===== config.mk =====
export PLATFORM = sky130hd
export DESIGN_NAME = gcos_top
export DESIGN_NICKNAME = d
export VERILOG_FILES = /design/src/gcos_pkg.sv /design/src/gcos_bbm.sv /design/src/gcos_top.sv
export SDC_FILE = /design/constraint.sdc
export NUM_CORES = 1
export LEC_CHECK = 0
export BUFFER_PORTS_ARGS = -buffer_cell sky130_fd_sc_hd__buf_2
export CELL_PAD_IN_SITES_DETAIL_PLACEMENT = 1
export CELL_PAD_IN_SITES_GLOBAL_PLACEMENT = 2
export CORE_MARGIN = 2
export CORE_UTILIZATION = 29
export DETAILED_ROUTE_END_ITERATION = 8
export GPL_TIMING_DRIVEN = 0
export PLACE_DENSITY = 0.8
export REMOVE_ABC_BUFFERS = 1
export SETUP_SLACK_MARGIN = 0.02
export SLEW_MARGIN = 10
export SYNTH_ARGS = -nofsm -noshare
export SYNTH_HDL_FRONTEND = slang
export SYNTH_SLANG_ARGS = --single-unit

===== constraint.sdc =====
create_clock -name pclk -period 2.14 [get_ports pclk]
set_input_delay 0.642 -clock pclk [delete_from_list [all_inputs] [get_ports pclk]]
set_output_delay 0.642 -clock pclk [all_outputs]
set_load 0.05 [all_outputs]

===== src/gcos_pkg.sv =====
// Behaviour
// - Low reset input resets all logic
// - Enable input high forces overcurrent gate levels
// - High-side polarity pin sets high-side active level
// - Low-side polarity pin sets low-side active level
// - Overcurrent drives high sides to given level
// - Overcurrent drives low sides to given level
// - High on active-high trip input means overcurrent
// - Low on active-low trip input means overcurrent
// - Status output high during overcurrent, one clock cycle late
// - Scheme select low two-phase, high three-phase
// - Three-phase holds bridge one high side inactive
// - Three-phase holds bridge one low side inactive
// - Bridges map Y2,Y1,X2,X1 or -,W,V,U
package gcos_pkg;

	localparam int APB_AW = 8;
	localparam int APB_DW = 32;
	localparam int NUM_BRIDGES = 4;
	localparam int DEAD_W = 8;

	// Register byte offsets
	localparam logic [APB_AW-1:0] OFS_CTRL = 8'h00;
	localparam logic [APB_AW-1:0] OFS_DEAD = 8'h04;
	localparam logic [APB_AW-1:0] OFS_STATUS = 8'h08;
	localparam logic [APB_AW-1:0] OFS_MASK = 8'h0C;
	localparam logic [APB_AW-1:0] OFS_STATE = 8'h10;

	// Control register fields
	localparam int CTRL_FORCE_BIT = 0;
	localparam int CTRL_W = 1;
	localparam logic [CTRL_W-1:0] CTRL_RST = 1'h0;

	// Break-before-make gap in clock cycles, less one
	localparam logic [DEAD_W-1:0] DEAD_RST = 8'h10;

	// Event bits, shared by status and mask
	localparam int EVT_OC_BIT = 0;
	localparam int EVT_DIS_BIT = 1;
	localparam int EVT_W = 2;
	localparam logic [EVT_W-1:0] EVT_RST = 2'h0;

	// Live state register fields
	localparam int ST_OC_BIT = 0;
	localparam int ST_EN_N_BIT = 1;
	localparam int ST_SCHEME_BIT = 2;
	localparam int ST_SAFE_BIT = 3;
	localparam int ST_HS_LSB = 4;
	localparam int ST_LS_LSB = 8;

	// Phase demand per bridge, bit index = bridge number minus one
	typedef struct packed {
		logic x1_u;
		logic x2_v;
		logic y1_w;
		logic y2;
	} gcos_demand_t;

	// Logical gate activity, before polarity is applied
	typedef struct packed {
		logic [NUM_BRIDGES-1:0] high;
		logic [NUM_BRIDGES-1:0] low;
	} gcos_gates_t;

	typedef enum logic [1:0] {
		GCOS_OFF,
		GCOS_LOW,
		GCOS_HIGH
	} gcos_bbm_state_t;

endpackage : gcos_pkg


===== src/gcos_bbm.sv =====
module gcos_bbm import gcos_pkg::*; #(
	parameter int DW = DEAD_W
) (
	input wire logic pclk, // System clock
	input wire logic presetn, // Async reset, active low
	input wire logic demand, // 1 = high side on, 0 = low side on
	input wire logic hold_off, // Keep both sides off
	input wire logic [DW-1:0] dead_cycles, // Gap length minus one, in cycles
	output logic hs_on, // High side active
	output logic ls_on // Low side active
);

	gcos_bbm_state_t state;
	gcos_bbm_state_t next_state;
	logic [DW-1:0] cnt;
	logic [DW-1:0] next_cnt;

	always_comb begin
		next_state = state;
		next_cnt = cnt;
		case (state)
			GCOS_LOW: begin
				if (hold_off || demand) begin
					next_state = GCOS_OFF;
					next_cnt = dead_cycles;
				end
			end
			GCOS_HIGH: begin
				if (hold_off || !demand) begin
					next_state = GCOS_OFF;
					next_cnt = dead_cycles;
				end
			end
			GCOS_OFF: begin
				if (hold_off) begin
					next_cnt = dead_cycles;
				end else if (cnt == '0) begin
					next_state = demand ? GCOS_HIGH : GCOS_LOW;
				end else begin
					next_cnt = cnt - 1'b1;
				end
			end
			default: begin
				next_state = GCOS_OFF;
				next_cnt = dead_cycles;
			end
		endcase
	end

	always_ff @(posedge pclk or negedge presetn) begin
		if (!presetn) begin
			state <= GCOS_OFF;
			cnt <= DW'(DEAD_RST);
		end else begin
			state <= next_state;
			cnt <= next_cnt;
		end
	end

	assign hs_on = (state == GCOS_HIGH);
	assign ls_on = (state == GCOS_LOW);

endmodule : gcos_bbm


===== src/gcos_top.sv =====
module gcos_top import gcos_pkg::*; (
	input wire logic pclk, // System clock, 100 MHz
	input wire logic presetn, // Async reset, active low
	input wire logic [APB_AW-1:0] paddr, // APB address
	input wire logic psel, // APB select
	input wire logic penable, // APB enable
	input wire logic pwrite, // APB direction, 1 = write
	input wire logic [APB_DW-1:0] pwdata, // APB write data
	output logic [APB_DW-1:0] prdata, // APB read data
	output logic pready, // APB ready
	output logic pslverr, // APB error, unmapped address
	input wire gcos_demand_t phase_demand, // Per-bridge phase demand
	input wire logic gate_enable_n, // Gate enable, active low
	input wire logic hs_polarity, // High-side active level
	input wire logic ls_polarity, // Low-side active level
	input wire logic oc_high_side_level, // High-side level when safe
	input wire logic oc_low_side_level, // Low-side level when safe
	input wire logic oc_trip_hi, // Trip input, high = fault
	input wire logic oc_trip_lo, // Trip input, low = fault
	input wire logic motor_scheme_sel, // 0 two-phase, 1 three-phase
	output logic bridge1_high_gate, // Bridge 1 high-side gate
	output logic bridge1_low_gate, // Bridge 1 low-side gate
	output logic bridge2_high_gate, // Bridge 2 high-side gate
	output logic bridge2_low_gate, // Bridge 2 low-side gate
	output logic bridge3_high_gate, // Bridge 3 high-side gate
	output logic bridge3_low_gate, // Bridge 3 low-side gate
	output logic bridge4_high_gate, // Bridge 4 high-side gate
	output logic bridge4_low_gate, // Bridge 4 low-side gate
	output logic overcurrent_flag, // Overcurrent status
	output logic irq // Interrupt, level, active high
);

	// Register state
	logic [CTRL_W-1:0] ctrl;
	logic [CTRL_W-1:0] next_ctrl;
	logic [DEAD_W-1:0] dead;
	logic [DEAD_W-1:0] next_dead;
	logic [EVT_W-1:0] status;
	logic [EVT_W-1:0] next_status;
	logic [EVT_W-1:0] mask;
	logic [EVT_W-1:0] next_mask;
	logic [APB_DW-1:0] next_prdata;
	logic next_pready;
	logic next_pslverr;
	logic next_irq;

	// Event detection state
	logic oc_prev;
	logic en_n_prev;
	logic next_oc_prev;
	logic next_en_n_prev;

	// Gate output state
	logic [NUM_BRIDGES-1:0] high_pin;
	logic [NUM_BRIDGES-1:0] low_pin;
	logic [NUM_BRIDGES-1:0] next_high_pin;
	logic [NUM_BRIDGES-1:0] next_low_pin;
	logic next_oc_flag;

	logic oc_now;
	logic safe;
	logic wr_access;
	logic setup;
	logic [NUM_BRIDGES-1:0] demand_vec;
	logic [NUM_BRIDGES-1:0] hold_vec;
	gcos_gates_t act;
	logic [EVT_W-1:0] events;

	function automatic logic addr_mapped(input logic [APB_AW-1:0] a);
		addr_mapped = (a == OFS_CTRL) || (a == OFS_DEAD) ||
			(a == OFS_STATUS) || (a == OFS_MASK) || (a == OFS_STATE);
	endfunction : addr_mapped

	// Either trip input alone is enough
	assign oc_now = oc_trip_hi || !oc_trip_lo;
	assign safe = oc_now || gate_enable_n || ctrl[CTRL_FORCE_BIT];
	assign setup = psel && !penable;
	assign wr_access = psel && penable && pready && pwrite;
	assign demand_vec = phase_demand;

	// Bridge sequencers
	genvar gi;
	generate
		for (gi = 0; gi < NUM_BRIDGES; gi++) begin : g_bridge
			if (gi == 0) begin : g_first
				assign hold_vec[gi] = safe || motor_scheme_sel;
			end else begin : g_rest
				assign hold_vec[gi] = safe;
			end
			gcos_bbm #(
				.DW(DEAD_W)
			) u_bbm (
				.pclk(pclk),
				.presetn(presetn),
				.demand(demand_vec[gi]),
				.hold_off(hold_vec[gi]),
				.dead_cycles(dead),
				.hs_on(act.high[gi]),
				.ls_on(act.low[gi])
			);
		end
	endgenerate

	// Gate levels: safe levels win over everything
	always_comb begin
		for (int i = 0; i < NUM_BRIDGES; i++) begin
			if (safe) begin
				next_high_pin[i] = oc_high_side_level;
				next_low_pin[i] = oc_low_side_level;
			end else begin
				next_high_pin[i] = act.high[i] ? hs_polarity : !hs_polarity;
				next_low_pin[i] = act.low[i] ? ls_polarity : !ls_polarity;
			end
		end
		next_oc_flag = oc_now;
	end

	always_ff @(posedge pclk or negedge presetn) begin
		if (!presetn) begin
			high_pin <= '0;
			low_pin <= '0;
			overcurrent_flag <= 1'b0;
		end else begin
			high_pin <= next_high_pin;
			low_pin <= next_low_pin;
			overcurrent_flag <= next_oc_flag;
		end
	end

	assign bridge1_high_gate = high_pin[0];
	assign bridge2_high_gate = high_pin[1];
	assign bridge3_high_gate = high_pin[2];
	assign bridge4_high_gate = high_pin[3];
	assign bridge1_low_gate = low_pin[0];
	assign bridge2_low_gate = low_pin[1];
	assign bridge3_low_gate = low_pin[2];
	assign bridge4_low_gate = low_pin[3];

	// Events: overcurrent onset and enable release
	always_comb begin
		next_oc_prev = oc_now;
		next_en_n_prev = gate_enable_n;
		events = '0;
		events[EVT_OC_BIT] = oc_now && !oc_prev;
		events[EVT_DIS_BIT] = gate_enable_n && !en_n_prev;
	end

	always_ff @(posedge pclk or negedge presetn) begin
		if (!presetn) begin
			oc_prev <= 1'b0;
			en_n_prev <= 1'b0;
		end else begin
			oc_prev <= next_oc_prev;
			en_n_prev <= next_en_n_prev;
		end
	end

	// Register writes; a new event beats a same-cycle clear
	always_comb begin
		next_ctrl = ctrl;
		next_dead = dead;
		next_mask = mask;
		next_status = status;
		if (wr_access) begin
			case (paddr)
				OFS_CTRL: next_ctrl = pwdata[CTRL_W-1:0];
				OFS_DEAD: next_dead = pwdata[DEAD_W-1:0];
				OFS_MASK: next_mask = pwdata[EVT_W-1:0];
				OFS_STATUS: next_status = status & ~pwdata[EVT_W-1:0];
				default: next_status = status;
			endcase
		end
		next_status = next_status | events;
		next_irq = |(next_status & next_mask);
	end

	// Read data and answer are prepared in the setup cycle
	always_comb begin
		next_prdata = '0;
		next_pready = setup;
		next_pslverr = setup && !addr_mapped(paddr);
		if (setup && !pwrite) begin
			case (paddr)
				OFS_CTRL: next_prdata[CTRL_W-1:0] = ctrl;
				OFS_DEAD: next_prdata[DEAD_W-1:0] = dead;
				OFS_STATUS: next_prdata[EVT_W-1:0] = status;
				OFS_MASK: next_prdata[EVT_W-1:0] = mask;
				OFS_STATE: begin
					next_prdata[ST_OC_BIT] = oc_now;
					next_prdata[ST_EN_N_BIT] = gate_enable_n;
					next_prdata[ST_SCHEME_BIT] = motor_scheme_sel;
					next_prdata[ST_SAFE_BIT] = safe;
					next_prdata[ST_HS_LSB +: NUM_BRIDGES] = act.high;
					next_prdata[ST_LS_LSB +: NUM_BRIDGES] = act.low;
				end
				default: next_prdata = '0;
			endcase
		end
	end

	always_ff @(posedge pclk or negedge presetn) begin
		if (!presetn) begin
			ctrl <= CTRL_RST;
			dead <= DEAD_RST;
			status <= EVT_RST;
			mask <= EVT_RST;
			prdata <= '0;
			pready <= 1'b0;
			pslverr <= 1'b0;
			irq <= 1'b0;
		end else begin
			ctrl <= next_ctrl;
			dead <= next_dead;
			status <= next_status;
			mask <= next_mask;
			prdata <= next_prdata;
			pready <= next_pready;
			pslverr <= next_pslverr;
			irq <= next_irq;
		end
	end

endmodule : gcos_top


==> flow_metrics.env <==
export IMPL_clock_fmax_mhz=451
export IMPL_cts_inserted_buffers=9
export IMPL_hold_path_class="in2async"
export IMPL_preCtsSetupSlack_ns=-0.858
export IMPL_ys_warn_count=0
export IMPL_drc=0
export IMPL_place_gp_congestion=0.825
export IMPL_slew_violations=0
export IMPL_vias=3590
export IMPL_start_kind="primary input"
export IMPL_fin_nets=580
export IMPL_slowest_delay_ns=0.52
export IMPL_drv_cap=0
export IMPL_root_buffer="clkbuf_16"
export IMPL_cts_tree="done"
export IMPL_synth_async_reset_ratio=1.00
export IMPL_slowest_stage="or4_4"
export IMPL_wl_per_cell_um=17.7
export IMPL_ys_flop_type="dfrtp_1"
export IMPL_final_antenna_net_count=0
export IMPL_clock_path_buffers=2
export IMPL_clk_latency_ns=0.33
export IMPL_placedCellCount=662
export IMPL_p_total_mw=3.96
export IMPL_finalSetupViolations=1
export IMPL_failed_checks="setup timing"
export IMPL_worstSetupPathType="in2reg"
export IMPL_drive_gt1_frac=0.304
export IMPL_area_growth_pct=28.2
export IMPL_core_um2=14000
export IMPL_reg2reg_depth=8
export IMPL_post_route_period_util=1.04
export IMPL_dp_hpwl_um=8030
export IMPL_syn_area_per_cell_um2=9.51
export IMPL_num_antenna_cells=0
export IMPL_grt_overflow_total=0
export IMPL_ys_ff_latch=78
export IMPL_io_buffers=56
export IMPL_syn_inst=440
export IMPL_wirelength_um=12400
export IMPL_rows=43
export IMPL_die_w_um=124
export IMPL_finalHoldViolCount=0
export IMPL_yosys_area_top_type_share=0.436
export IMPL_synth_distinct_cells=60
export IMPL_clock_sinks=78
export IMPL_finalNonFillerCells=700
export IMPL_synthTopCellsByArea="dfrtp_1 (44%), o21ai_0 (5.0%), a21oi_1 (3.9%)"
export IMPL_die_area_um2=15400
export IMPL_most_common_layout_cells="dfrtp_1 (72), buf_2 (52), o21ai_0 (33), nand2_1 (31), nor2_1 (30)"
export IMPL_timing_rr_start="ctrl"
export IMPL_drt_iter0_drc=251
export IMPL_h_tree_depth=3
export IMPL_end_kind="flop"
export IMPL_maxSlewHeadroom=0.634
export IMPL_r2r_end="g_bridge[0].u_bbm.cnt[3]"
export IMPL_leakage_nw=2.45
export IMPL_hold_buffers=0
export IMPL_ios=101
export IMPL_dpl_cell_area_um2=4590
export IMPL_synth_edf_count=0
export IMPL_critical_path_required_ns=2.36
export IMPL_cts_clk_slew_worst_paths_ns=0.06
export IMPL_layout_setup_ws_ns=-0.0751
export IMPL_cp_arrival_ns=2.43
export IMPL_fin_crit_ns=2.22
export IMPL_grt_use_total=0.168
export IMPL_yosysTopAreaCell="dfrtp_1"
export IMPL_final_common_cell="dfrtp_1"
export IMPL_antenna_found_initial=0
export IMPL_synth_seq_area_share=0.468
export IMPL_crit_chain="buf_6 -> or4_4 -> or3_4 -> nor3_4 -> mux2_2 -> a22o_1"
export IMPL_initial_core_util=0.299
export IMPL_tightest_slew_ns=0.549
export IMPL_grt_max_degree=41
export IMPL_syn_area_um2=4190
export IMPL_dr_pass1_iters=4
export IMPL_crit_path_max_fanout=3
export IMPL_via_per_inst=5.13
export IMPL_grt_pass1_vias=3788
export IMPL_die_y_um=124
export IMPL_skew_ns=0.00911
export IMPL_vdd_ir_drop_worst_v=0.000367
export IMPL_finalInstanceArea_um2=5370
export IMPL_run_status="finished with violations"
export IMPL_grt_first_pass_wirelength_um=19800
export IMPL_grt_setup_unrepaired="yes"
export IMPL_ff2ff_setup_slack_ns=0.01
export IMPL_power_density_nw_per_um2=738
worst max-delay path: cells and delay by family:
kind | cells | cell delay (ns)
AOI/OAI and AO/OA | 1 | 0.21
muxes | 1 | 0.37
buffers and inverters | 1 | 0.09
and+or+nand+nor | 3 | 1.11
cell type report:
| cell class | count | area (um^2) |
|---|---|---|
| sequential | 78 | 1960 |
| clock buffer | 9 | 225 |
| timing repair buffer | 79 | 566 |
| multi-input combinational | 328 | 2260 |
| inverter | 19 | 71.3 |
| tap | 180 | 225 |
| fill | 1612 | 8620 |
| clock inverter | 7 | 65.1 |
cells by family (layout without fill, tap and decap cells):
| group | count (synthesis) | in the layout | share of synthesized area |
|---|---|---|---|
| and+or+nand+nor | 153 | 154 | 0.196 |
| DFF | 78 | 78 | 0.468 |
| xor gates and xnor gates | 8 | 8 | 0.0167 |
| muxes | 19 | 19 | 0.0523 |
| other | 1 | 20 | 0.000896 |
| buffers and inverters | 54 | 114 | 0.0690 |
| AOI/OAI and AO/OA | 119 | 119 | 0.174 |
| adders and majority gates | 8 | 8 | 0.0239 |
sequential cells by signal, indices dropped and copies added (netlist names):
name	cells
oc_prev	1
mask	2
high_pin	4
low_pin	4
g_bridge.u_bbm.state	8
status	2
prdata	12
pready	1
irq	1
ctrl	1
pslverr	1
en_n_prev	1
g_bridge.u_bbm.cnt	32
dead	8
worst max-delay path by stage:
| stage | startpoint | endpoint | cells after the start |
|---|---|---|---|
| floorplan | paddr[0] | irq | 5 |
| detailed placement | gate_enable_n | g_bridge[0].u_bbm.cnt[7] | 6 |
| global route | paddr[0] | irq | 6 |
| global placement | gate_enable_n | g_bridge[1].u_bbm.cnt[1] | 4 |
| finish | paddr[0] | irq | 6 |
| CTS | paddr[0] | irq | 6 |
routing by layer:
metal,routed length (um),global-route usage,vias up
met5,0,0,-
met3,517,0.0298,7
met4,132,0.0456,0
met1,5720,0.223,1805
met2,6030,0.281,75
li1,-,-,1703
per-stage QoR:
stage	hold slack (ns)	setup TNS [ns]	utilization
after detailed placement	0.471	-23.25	0.328
after global placement	0.472	-62.08	0.325
final	0.292	-0.0751	0.384
after CTS	0.312	-0.180	0.364
after floorplan	0.346	-5.32	-
after global routing	0.326	-0.414	0.384
what timing repair did:
| action | CTS | global route |
|---|---|---|
| gates resized for setup | 27 | 38 |
| cloned | 1 | 1 |
| setup buffers | 7 | 13 |
| endpoints found under the setup margin | 38 | 38 |
| pin swaps | 5 | 20 |
synthesized netlist by cell type, drive strengths merged, types with 6 or more instances:
master	instances
a22o	8
o21ai	43
o22ai	6
o2bb2ai	6
nand2b	17
mux2	13
nor2	32
inv	19
dfrtp	73
or3	6
a21oi	33
nor4	10
xnor2	8
nand3	13
nand2	34
ha	8
buf	25
clkbuf	10
nor3	21
power breakdown:
group / internal, mW / total, mW / switching [mW]
registers: 1.55 / 1.63 / 0.0752
clock network: 0.896 / 1.53 / 0.633
logic: 0.265 / 0.810 / 0.545
No activity file was read; power rests on OpenSTA's default activity.
